## src/rotor_position_detector_consts.svh

```systemverilog
`ifndef ROTOR_POSITION_DETECTOR_CONSTS_SVH
`define ROTOR_POSITION_DETECTOR_CONSTS_SVH

// Register indices on the bus (byte address is four times the index).
`define RPD_IDX_CONTROL      2'h0
`define RPD_IDX_CONFIG       2'h1
`define RPD_IDX_STATUS       2'h2
`define RPD_IDX_DELAY        2'h3

// Control register fields.
`define RPD_CTL_STOP         7
`define RPD_CTL_START        6
`define RPD_CTL_TSTOP_EN     5
`define RPD_CTL_TSTART_EN    4
`define RPD_CTL_PINSEL       3
`define RPD_CTL_RECOUNT      2
`define RPD_CTL_MODE         1
`define RPD_CTL_ENABLE       0

// Configuration register fields.
`define RPD_CFG_CLK_HI       7
`define RPD_CFG_CLK_LO       6
`define RPD_CFG_WIN_HI       5
`define RPD_CFG_WIN_LO       4
`define RPD_CFG_CNT_HI       3
`define RPD_CFG_CNT_LO       0

// Status register fields.
`define RPD_STS_EDGE_HI      5
`define RPD_STS_EDGE_LO      4
`define RPD_STS_ACTIVE       3

// Reset values.
`define RPD_RST_CONTROL      8'h00
`define RPD_RST_CONFIG       8'h00
`define RPD_RST_DELAY        7'h00

// Sampling window encodings.
`define RPD_WIN_PWM_ON       2'h0
`define RPD_WIN_CONTINUOUS   2'h1
`define RPD_WIN_LOW_SIDE     2'h2

// Timing: one delay step is 8 clocks, 400 ns at 20 MHz.
`define RPD_CLOCK_HZ         20000000
`define RPD_DELAY_STEP_NS    400
`define RPD_DELAY_STEP_CYC   ((`RPD_DELAY_STEP_NS * (`RPD_CLOCK_HZ / 1000000) + 999) / 1000)
`define RPD_PRESCALE_MIN_LOG 2

`endif

```

## src/rotor_position_detector_pkg.sv

```systemverilog
package rotor_position_detector_pkg;

  typedef struct packed {
    logic [2:0] w_v_u;
  } phase_bits_t;

  typedef struct packed {
    logic [1:0] sample_clock_select;
    logic [1:0] sampling_window_select;
    logic [3:0] match_count_threshold;
  } sample_config_t;

  typedef enum logic [1:0] {
    ST_IDLE     = 2'b00,
    ST_SAMPLING = 2'b01,
    ST_STOPPING = 2'b10
  } detect_state_t;

endpackage

```

## src/rotor_position_detector.sv

```systemverilog
`timescale 1ns/1ps
`include "rotor_position_detector_consts.svh"

// What this block does
// (RULE1) Hold two-bit PWM edge detection result
// (RULE2) Falling edge sets upper, rising sets lower
// (RULE3) Active flag shows sampling in progress
// (RULE4) Snapshot inputs at start, W V U
// (RULE5) Sample period is clock over 4..32
// (RULE6) Window: PWM on, continuous, low-side
// (RULE7) Ordinary mode needs N consecutive matches
// (RULE8) Change mode needs N consecutive differences
// (RULE9) Software stop bit requests stop
// (RULE10) After stop, sample until match, then halt
// (RULE11) Software start bit begins sampling
// (RULE12) Timer stop trigger requests stop when enabled
// (RULE13) Timer start trigger begins sampling when enabled
// (RULE14) Pin select: three pins or U only
// (RULE15) Unused pins are driven as zero externally
// (RULE16) Recount resets match counter at PWM off
// (RULE17) Ordinary mode detects mismatch then match
// (RULE18) Change mode detects change from snapshot
// (RULE19) Enable bit activates the detector
// (RULE20) Delay suppresses sampling after PWM on
// (RULE21) Delay step is eight clocks each
// (RULE22) Count values 0 and 1 mean one
// (RULE23) Reconfigure only while detector disabled
// (RULE24) Window codes 00,01,10; 11 reserved
// (RULE25) One-clock interrupt pulse per detection
module rotor_position_detector #(
  parameter int DELAY_WIDTH = 7,
  parameter int COUNT_WIDTH = 4
) (
  input  wire logic        i_clock,
  input  wire logic        i_resetn,
  input  wire logic        i_wb_cyc,
  input  wire logic        i_wb_stb,
  input  wire logic        i_wb_we,
  input  wire logic [3:0]  i_wb_adr,
  input  wire logic [3:0]  i_wb_sel,
  input  wire logic [31:0] i_wb_dat,
  output logic      [31:0] o_wb_dat,
  output logic             o_wb_ack,
  input  wire logic        i_phase_u_sense,
  input  wire logic        i_phase_v_sense,
  input  wire logic        i_phase_w_sense,
  input  wire logic [2:0]  i_expected_wvu,
  input  wire logic        i_pwm_on,
  input  wire logic [2:0]  i_low_side_on,
  input  wire logic        i_start_timer_trigger,
  input  wire logic        i_stop_timer_trigger,
  output logic             o_detect_irq,
  output logic             o_sampling_active
);

  generate
    if (DELAY_WIDTH != 7 || COUNT_WIDTH != 4) begin : g_bad_widths
      $error("rotor_position_detector supports only the documented field widths");
    end
  endgenerate

  // ----------------------------------------------------------------------
  // Pin input synchronisers
  // ----------------------------------------------------------------------

  // Three stages; the value counts once stages two and three agree.
  logic [2:0] sync1_ff;
  logic [2:0] sync2_ff;
  logic [2:0] sync3_ff;
  logic [2:0] phase_ff;

  always_ff @(posedge i_clock or negedge i_resetn) begin
    if (!i_resetn) begin
      sync1_ff <= 3'h0;
      sync2_ff <= 3'h0;
      sync3_ff <= 3'h0;
    end else begin
      sync1_ff <= {i_phase_w_sense, i_phase_v_sense, i_phase_u_sense};
      sync2_ff <= sync1_ff;
      sync3_ff <= sync2_ff;
    end
  end

  genvar g;
  generate
    for (g = 0; g < 3; g = g + 1) begin : g_phase_filter
      always_ff @(posedge i_clock or negedge i_resetn) begin
        if (!i_resetn) begin
          phase_ff[g] <= 1'b0;
        end else if (sync2_ff[g] == sync3_ff[g]) begin
          phase_ff[g] <= sync3_ff[g];
        end
      end
    end
  endgenerate

  // ----------------------------------------------------------------------
  // Registers
  // ----------------------------------------------------------------------

  logic [7:0]                             control_ff;
  rotor_position_detector_pkg::sample_config_t config_ff;
  logic [DELAY_WIDTH-1:0]                 delay_ff;
  rotor_position_detector_pkg::phase_bits_t snapshot_ff;
  logic [1:0]                             edge_result_ff;
  rotor_position_detector_pkg::detect_state_t state_ff;
  logic                                   sw_start_ff;
  logic                                   sw_stop_ff;

  logic       bus_req;
  logic       bus_write;
  logic [1:0] bus_idx;
  logic       lane0_write;

  assign bus_req     = i_wb_cyc && i_wb_stb && !o_wb_ack;
  assign bus_write   = bus_req && i_wb_we;
  assign bus_idx     = i_wb_adr[3:2];
  assign lane0_write = bus_write && i_wb_sel[0];

  always_ff @(posedge i_clock or negedge i_resetn) begin
    if (!i_resetn) begin
      o_wb_ack <= 1'b0;
    end else begin
      o_wb_ack <= bus_req;
    end
  end

  always_ff @(posedge i_clock or negedge i_resetn) begin
    if (!i_resetn) begin
      o_wb_dat <= 32'h0000_0000;
    end else if (bus_req && !i_wb_we) begin
      unique case (bus_idx)
        `RPD_IDX_CONTROL: o_wb_dat <= {24'h00_0000, 2'h0, control_ff[5:0]};
        `RPD_IDX_CONFIG:  o_wb_dat <= {24'h00_0000, config_ff};
        `RPD_IDX_STATUS:  o_wb_dat <= {24'h00_0000, 2'h0, edge_result_ff, o_sampling_active,
                                       snapshot_ff.w_v_u}; // see (RULE1) see (RULE3) see (RULE4)
        `RPD_IDX_DELAY:   o_wb_dat <= {24'h00_0000, 1'h0, delay_ff};
      endcase
    end
  end

  // Control: bits 7 and 6 are write-only strobes and never stored.
  always_ff @(posedge i_clock or negedge i_resetn) begin
    if (!i_resetn) begin
      control_ff <= `RPD_RST_CONTROL;
    end else if (lane0_write && bus_idx == `RPD_IDX_CONTROL) begin
      control_ff <= {2'h0, i_wb_dat[5:0]};
    end
  end

  always_ff @(posedge i_clock or negedge i_resetn) begin
    if (!i_resetn) begin
      sw_start_ff <= 1'b0;
      sw_stop_ff  <= 1'b0;
    end else begin
      sw_start_ff <= lane0_write && bus_idx == `RPD_IDX_CONTROL && i_wb_dat[`RPD_CTL_START]; // see (RULE11)
      sw_stop_ff  <= lane0_write && bus_idx == `RPD_IDX_CONTROL && i_wb_dat[`RPD_CTL_STOP];  // see (RULE9)
    end
  end

  always_ff @(posedge i_clock or negedge i_resetn) begin
    if (!i_resetn) begin
      config_ff <= `RPD_RST_CONFIG;
    end else if (lane0_write && bus_idx == `RPD_IDX_CONFIG) begin
      config_ff <= i_wb_dat[7:0];
    end
  end

  always_ff @(posedge i_clock or negedge i_resetn) begin
    if (!i_resetn) begin
      delay_ff <= `RPD_RST_DELAY;
    end else if (lane0_write && bus_idx == `RPD_IDX_DELAY) begin
      delay_ff <= i_wb_dat[DELAY_WIDTH-1:0];
    end
  end

  logic enabled;
  assign enabled = control_ff[`RPD_CTL_ENABLE]; // see (RULE19)

  // ----------------------------------------------------------------------
  // Sample clock prescaler
  // ----------------------------------------------------------------------

  logic [4:0] prescale_ff;
  logic       sample_tick;
  logic [4:0] prescale_last;

  // Period is 4 << select clocks, so terminal count is that minus one.
  assign prescale_last = 5'((5'h1 << (`RPD_PRESCALE_MIN_LOG + config_ff.sample_clock_select)) - 5'h1); // see (RULE5)
  assign sample_tick   = (prescale_ff == prescale_last);

  always_ff @(posedge i_clock or negedge i_resetn) begin
    if (!i_resetn) begin
      prescale_ff <= 5'h00;
    end else if (!enabled || sample_tick) begin
      prescale_ff <= 5'h00;
    end else begin
      prescale_ff <= prescale_ff + 5'h01;
    end
  end

  // ----------------------------------------------------------------------
  // Sampling window and delay after turn-on
  // ----------------------------------------------------------------------

  localparam int STEP_CYC = `RPD_DELAY_STEP_CYC;
  localparam int DLY_CW   = DELAY_WIDTH + 4;

  logic              pwm_ff;
  logic              pwm_rise;
  logic              pwm_fall;
  logic              low_any;
  logic              low_any_ff;
  logic              gate_on;
  logic              gate_rise;
  logic [DLY_CW-1:0] delay_cnt_ff;
  logic [DLY_CW-1:0] delay_total;
  logic              window_open;

  assign low_any     = |i_low_side_on;
  assign pwm_rise    = i_pwm_on && !pwm_ff;
  assign pwm_fall    = !i_pwm_on && pwm_ff;
  assign gate_on     = (config_ff.sampling_window_select == `RPD_WIN_LOW_SIDE) ? low_any : i_pwm_on;
  assign gate_rise   = (config_ff.sampling_window_select == `RPD_WIN_LOW_SIDE) ? (low_any && !low_any_ff) : pwm_rise;
  assign delay_total = DLY_CW'(delay_ff) * DLY_CW'(STEP_CYC); // see (RULE21)

  always_ff @(posedge i_clock or negedge i_resetn) begin
    if (!i_resetn) begin
      pwm_ff     <= 1'b0;
      low_any_ff <= 1'b0;
    end else begin
      pwm_ff     <= i_pwm_on;
      low_any_ff <= low_any;
    end
  end

  // Counts clocks since the window's turn-on; sampling waits for the delay except in the continuous window.
  always_ff @(posedge i_clock or negedge i_resetn) begin
    if (!i_resetn) begin
      delay_cnt_ff <= '0;
    end else if (gate_rise || !gate_on) begin
      delay_cnt_ff <= '0;
    end else if (delay_cnt_ff < delay_total) begin
      delay_cnt_ff <= delay_cnt_ff + DLY_CW'(1); // see (RULE20)
    end
  end

  always_comb begin
    unique case (config_ff.sampling_window_select)
      `RPD_WIN_PWM_ON:     window_open = i_pwm_on && !pwm_rise && delay_cnt_ff >= delay_total; // see (RULE6)
      `RPD_WIN_CONTINUOUS: window_open = 1'b1;
      `RPD_WIN_LOW_SIDE:   window_open = low_any && !gate_rise && delay_cnt_ff >= delay_total;
      default:             window_open = 1'b0; // see (RULE24)
    endcase
  end

  // ----------------------------------------------------------------------
  // Comparison and match counting
  // ----------------------------------------------------------------------

  logic [2:0]             cmp_mask;
  logic [2:0]             reference;
  logic                   inputs_equal;
  logic                   hit;
  logic                   sample_now;
  logic [COUNT_WIDTH-1:0] match_cnt_ff;
  logic [COUNT_WIDTH-1:0] threshold;
  logic                   qualified;
  logic                   recount_clear;
  logic                   sampling;
  logic                   start_req;
  logic                   stop_req;

  assign cmp_mask      = control_ff[`RPD_CTL_PINSEL] ? 3'h1 : 3'h7; // see (RULE14)
  assign reference     = control_ff[`RPD_CTL_MODE] ? snapshot_ff.w_v_u : i_expected_wvu;
  assign inputs_equal  = ((phase_ff ^ reference) & cmp_mask) == 3'h0;
  assign hit           = control_ff[`RPD_CTL_MODE] ? !inputs_equal : inputs_equal; // see (RULE17) see (RULE18)
  assign sampling      = (state_ff != rotor_position_detector_pkg::ST_IDLE);
  assign sample_now    = sampling && sample_tick && window_open;
  assign threshold     = (config_ff.match_count_threshold == 4'h0) ? 4'h1 : config_ff.match_count_threshold; // see (RULE22)
  assign qualified     = sample_now && hit && (match_cnt_ff + 4'h1 >= threshold); // see (RULE7) see (RULE8)
  assign recount_clear = control_ff[`RPD_CTL_RECOUNT] &&
                         config_ff.sampling_window_select == `RPD_WIN_PWM_ON && pwm_fall; // see (RULE16)
  assign start_req     = enabled && (sw_start_ff ||
                         (control_ff[`RPD_CTL_TSTART_EN] && i_start_timer_trigger)); // see (RULE11) see (RULE13)
  assign stop_req      = sw_stop_ff ||
                         (control_ff[`RPD_CTL_TSTOP_EN] && i_stop_timer_trigger); // see (RULE9) see (RULE12)

  // A miss breaks the run of consecutive hits.
  always_ff @(posedge i_clock or negedge i_resetn) begin
    if (!i_resetn) begin
      match_cnt_ff <= 4'h0;
    end else if (!sampling || recount_clear || qualified) begin
      match_cnt_ff <= 4'h0;
    end else if (sample_now) begin
      match_cnt_ff <= hit ? match_cnt_ff + 4'h1 : 4'h0;
    end
  end

  // ----------------------------------------------------------------------
  // Sampling state machine
  // ----------------------------------------------------------------------

  rotor_position_detector_pkg::detect_state_t nxt_state;

  always_comb begin
    nxt_state = state_ff;
    unique case (state_ff)
      rotor_position_detector_pkg::ST_IDLE: begin
        if (start_req) begin
          nxt_state = rotor_position_detector_pkg::ST_SAMPLING;
        end
      end
      rotor_position_detector_pkg::ST_SAMPLING: begin
        if (qualified) begin
          nxt_state = rotor_position_detector_pkg::ST_IDLE; // see (RULE25)
        end else if (stop_req) begin
          nxt_state = rotor_position_detector_pkg::ST_STOPPING;
        end
      end
      rotor_position_detector_pkg::ST_STOPPING: begin
        if (qualified) begin
          nxt_state = rotor_position_detector_pkg::ST_IDLE; // see (RULE10)
        end
      end
      default: nxt_state = rotor_position_detector_pkg::ST_IDLE;
    endcase
    if (!enabled) begin
      nxt_state = rotor_position_detector_pkg::ST_IDLE;
    end
  end

  always_ff @(posedge i_clock or negedge i_resetn) begin
    if (!i_resetn) begin
      state_ff <= rotor_position_detector_pkg::ST_IDLE;
    end else begin
      state_ff <= nxt_state;
    end
  end

  always_ff @(posedge i_clock or negedge i_resetn) begin
    if (!i_resetn) begin
      o_sampling_active <= 1'b0;
      o_detect_irq      <= 1'b0;
    end else begin
      o_sampling_active <= (nxt_state != rotor_position_detector_pkg::ST_IDLE); // see (RULE3)
      o_detect_irq      <= qualified && enabled; // see (RULE25)
    end
  end

  // Snapshot of the inputs taken as sampling starts.
  always_ff @(posedge i_clock or negedge i_resetn) begin
    if (!i_resetn) begin
      snapshot_ff <= 3'h0;
    end else if (!sampling && start_req) begin
      snapshot_ff <= phase_ff & cmp_mask; // see (RULE4)
    end
  end

  // ----------------------------------------------------------------------
  // Edge result capture
  // ----------------------------------------------------------------------

  // Detection seen at the PWM falling edge sets bit 1, at the rising edge bit 0.
  logic detected_ff;

  always_ff @(posedge i_clock or negedge i_resetn) begin
    if (!i_resetn) begin
      detected_ff <= 1'b0;
    end else if (!sampling && start_req) begin
      detected_ff <= 1'b0;
    end else if (qualified) begin
      detected_ff <= 1'b1;
    end
  end

  always_ff @(posedge i_clock or negedge i_resetn) begin
    if (!i_resetn) begin
      edge_result_ff <= 2'h0;
    end else if (!sampling && start_req) begin
      edge_result_ff <= 2'h0;
    end else begin
      if (pwm_fall) begin
        edge_result_ff[1] <= detected_ff || qualified; // see (RULE1) see (RULE2)
      end
      if (pwm_rise) begin
        edge_result_ff[0] <= detected_ff || qualified; // see (RULE2)
      end
    end
  end

endmodule

```

## config.mk

```make
export PLATFORM = sky130hd
export DESIGN_NAME = rotor_position_detector
export DESIGN_NICKNAME = d
export VERILOG_FILES = /design/src/rotor_position_detector_pkg.sv /design/src/rotor_position_detector.sv
export VERILOG_INCLUDE_DIRS = /design/src /design/src/src
export SDC_FILE = /design/constraint.sdc
export NUM_CORES = 1
export LEC_CHECK = 0
export BUFFER_PORTS_ARGS = -buffer_cell sky130_fd_sc_hd__buf_2
export CORE_MARGIN = 3
export CORE_UTILIZATION = 48
export CTS_CLUSTER_SIZE = 8
export DETAILED_ROUTE_END_ITERATION = 8
export PLACE_DENSITY = 0.76
export SYNTH_ARGS = -nofsm -noshare
export SYNTH_HDL_FRONTEND = slang
export SYNTH_SLANG_ARGS = --single-unit
```

## constraint.sdc

```tcl
create_clock -name i_clock -period 2.8 [get_ports i_clock]
set_clock_uncertainty 0.1 [all_clocks]
set_input_delay 0.28 -clock i_clock [delete_from_list [all_inputs] [get_ports i_clock]]
set_output_delay 0.28 -clock i_clock [all_outputs]
set_load 0.01 [all_outputs]
```

==> flow_metrics.tcl <==
set metrics [dict create \
    drt_wl_total_um 7602 \
    grt_pass1_vias 2575 \
    synth.largest_area_cell "dfrtp_1" \
    drc 0 \
    fin_area_mm2 0.004389 \
    clk_latency_ns 0.35 \
    n_antenna_cell 0 \
    fin_setup_tns_ns 0 \
    hp-class "in2async" \
    arrival_ns 2.78 \
    cp-start-kind "flop" \
    synth_ff_type "dfrtp_1" \
    clockRootBuffer "clkbuf_8" \
    drive_above_1_share_pct 25.50 \
    cts_buffers 9 \
    antenna_found_initial 0 \
    power_leakage_nw 2.070 \
    nets 468 \
    power_switching_mw 0.8938 \
    ant_nets 0 \
    dr_total_vias 2660 \
    post_drt_wl_per_cell_um 15.23 \
    vdd_ir_drop_max_mv 0.2683 \
    coreArea_mm2 0.007486 \
    multi_input_area_mm2 0.001755 \
    cp-end-kind "flop" \
    yosys.cell_types.count 48 \
    crit_slowest_cell "or4b_1" \
    reg2regPathDepth 9 \
    rows 31 \
    syn_to_final_growth_pct 14.49 \
    worstSetupPathType "reg2reg" \
    firstDrtPassIters 4 \
    io_pins 92 \
    die-area_mm2 0.009095 \
    synth_area_per_cell_um2 11.34 \
    initial_core_util_pct 51.21 \
    hold_viol_final 58 \
    r2r_slack_ns 0.17 \
    final_util_pct 58.63 \
    path_common_cell "a21o_1" \
    yosysMostFrequentCell "dfrtp_1" \
    register_area_mm2 0.001902 \
    detailedRoute.firstIterationViolations 105 \
    max_slew_margin_pct 37.26 \
    gp_congestion 0.8008 \
    via_per_inst 5.331 \
    synth_area_mm2 0.003834 \
    swShare_pct 29.70 \
    failed_checks "hold timing" \
    grtUsageTotal_pct 18.24 \
    worstPathRequired_ns 2.94 \
    critPathTopFamily "compound AO/OA/AOI/OAI gates" \
    p_seq_share_pct 48.3 \
    post-route-period-util_pct 94.09 \
    worstSetupPathDepth 9 \
    final-setup-viol-count 0 \
    synthArstFlopShare_pct 100.0 \
    regToRegEndpoint "match_cnt_ff[2]" \
    port_buffers 38 \
    critical_path.max_stage_delay_ns 0.48 \
    internal-power_mw 2.115 \
    die_h_um 95.37 \
    power.density_mw_per_mm2 685.6 \
    fillers 625 \
    cts_tree "built" \
    pwr-share-clk_pct 30.1 \
    critPathMaxFanout 3 \
    synth_cells 338 \
    clk_pin_slew_worst_paths_ns 0.08 \
    synth.top_cell.area_share_pct 49.61 \
    status "finished with violations" \
    ys_top_cells_by_area "dfrtp_1 50%, mux2_2 7.0%, ha_1 4.9%" \
    grt_pass1_wl_um 12590 \
    synth_edf_count 0 \
    max-cap-violations 0 \
    synth_seq_cells 76 \
    ctsHtreeMaxLevel 3 \
    yosysSeqAreaShare_pct 49.61 \
    hpwlAfterDp_um 5452 \
    whs_ns -0.02738 \
    place_area_mm2 0.004123 \
    crit_path_cell_trace "inv_1 > a31o_2 > ha_1 > nand2b_1 > a21o_1 > a21o_1 > a2111oi_4 > or4b_1 > o311ai_0" \
    grt_max_degree 77 \
    synthTopCellsByCount "76 x dfrtp_1, 25 x nor2_1, 24 x buf_4, 24 x mux2_2, 19 x inv_1" \
    tightest_slew_ns 0.9411 \
    min_period_ns 2.635 \
    yosys_warnings 0 \
    cts.path.max_buffers 2 \
    slew_violations 0 \
    power_frac_comb_pct 21.6 \
    die_x_um 95.37 \
    fmax_ghz 0.3796 \
    overflow 0 \
    reg2reg_from "config_ff[2]" \
    crit_buf_inv 1 \
    clock_sinks 76 \
]
power by group through the flow:
stage	logic [mW]	clock network (mW)	registers (mW)
global placement	0.614	0	1.46
detailed placement	0.641	0	1.47
global route	0.732	0.980	1.48
finish	0.650	0.906	1.45
floorplan	0.454	0	1.45
CTS	0.648	0.926	1.45
worst max path at each step:
| stage | start | to | slack [ns] |
|---|---|---|---|
| after floorplan | config_ff[2] | match_cnt_ff[2] | 0.23 |
| after global routing | config_ff[2] | match_cnt_ff[2] | -0.0003 |
| after global placement | delay_cnt_ff[4] | o_sampling_active | 0.23 |
| after detailed placement | config_ff[2] | match_cnt_ff[2] | 0.14 |
| after CTS | config_ff[2] | match_cnt_ff[2] | 0.15 |
| final | config_ff[2] | match_cnt_ff[2] | 0.17 |
layout make-up:
class / instances / area share, %
Clock buffer: 9 / 2.822
Tap cell: 99 / 2.822
Clock inverter: 6 / 2.052
Timing Repair Buffer: 54 / 7.355
Sequential cell: 76 / 43.33
Multi-Input combinational cell: 236 / 39.99
Inverter: 19 / 1.625
metal layers:
metal / share of wire, % / track usage, % / up-vias
li1: - / - / 1270
met1: 46 / 25.13 / 1309
met2: 48 / 28.57 / 71
met3: 4.8 / 4.104 / 10
met4: 1.5 / 6.280 / 0
met5: 0 / 0 / -
registers in the layout (all words and copies together), names as in the netlist, 2 cells and up:
register,count
phase_ff,3
delay_cnt_ff,11
o_wb_dat,8
prescale_ff,5
config_ff,8
edge_result_ff,2
sync2_ff,3
match_cnt_ff,4
sync3_ff,3
snapshot_ff,3
state_ff,2
control_ff,6
delay_ff,7
sync1_ff,3
cells in the final DEF (no fill, tap or decap), drive strengths merged, types with 4 or more instances in the layout:
| cell type | instances |
|---|---|
| nor2b | 7 |
| nor2 | 25 |
| ha | 15 |
| mux2i | 4 |
| dlygate4sd3 | 4 |
| mux4 | 6 |
| buf | 50 |
| o21ai | 14 |
| xnor2 | 10 |
| nand3 | 13 |
| nand2 | 18 |
| xor2 | 4 |
| a21o | 4 |
| conb | 24 |
| and3 | 4 |
| a21oi | 12 |
| dfrtp | 76 |
| clkbuf | 9 |
| mux2 | 24 |
| nor4 | 6 |
| inv | 19 |
| nand2b | 5 |
cell families (layout without fill, tap and decap cells):
| logic type | after synthesis | in the layout | share of synthesized area (%) |
|---|---|---|---|
| AND/OR/NAND/NOR | 100 | 100 | 14.49 |
| flip-flops | 76 | 76 | 49.61 |
| buffers and inverters | 49 | 88 | 7.180 |
| AO/OA/AOI/OAI | 46 | 46 | 8.127 |
| multiplexers | 34 | 34 | 11.62 |
| adder cells (fa/ha/maj) | 18 | 18 | 5.679 |
| XOR/XNOR | 14 | 14 | 3.198 |
| other | 1 | 24 | 0.09782 |
worst reg2reg max path, stage by stage, from the launching register on:
cell	delay [ns]
dfrtp_1	0.35
inv_1	0.08
a31o_2	0.25
ha_1	0.26
nand2b_1	0.15
a21o_1	0.18
a21o_1	0.21
a2111oi_4	0.38
or4b_1	0.48
o311ai_0	0.10
through the flow:
| step | power, mW | setup WS [ns] | hold slack [ns] | cells |
|---|---|---|---|---|
| floorplan | 1.900 | 0.2286 | -0.1156 | 361 |
| global placement | 2.076 | 0.2269 | 0.2320 | 480 |
| detailed placement | 2.115 | 0.1403 | 0.2364 | 480 |
| CTS | 3.027 | 0.1515 | 0.008057 | 499 |
| global route | 3.191 | -0.0002585 | 0.02587 | 499 |
| finish | 3.009 | 0.1654 | -0.02738 | 499 |
what timing repair did:
item,4_1_cts,5_1_grt
setup buffers,0,0
endpoints found under the setup margin,0,1
hold endpoints to repair,4,0
resized for setup,0,1
hold buffers,4,0
Power figures use the tool's default switching activity.
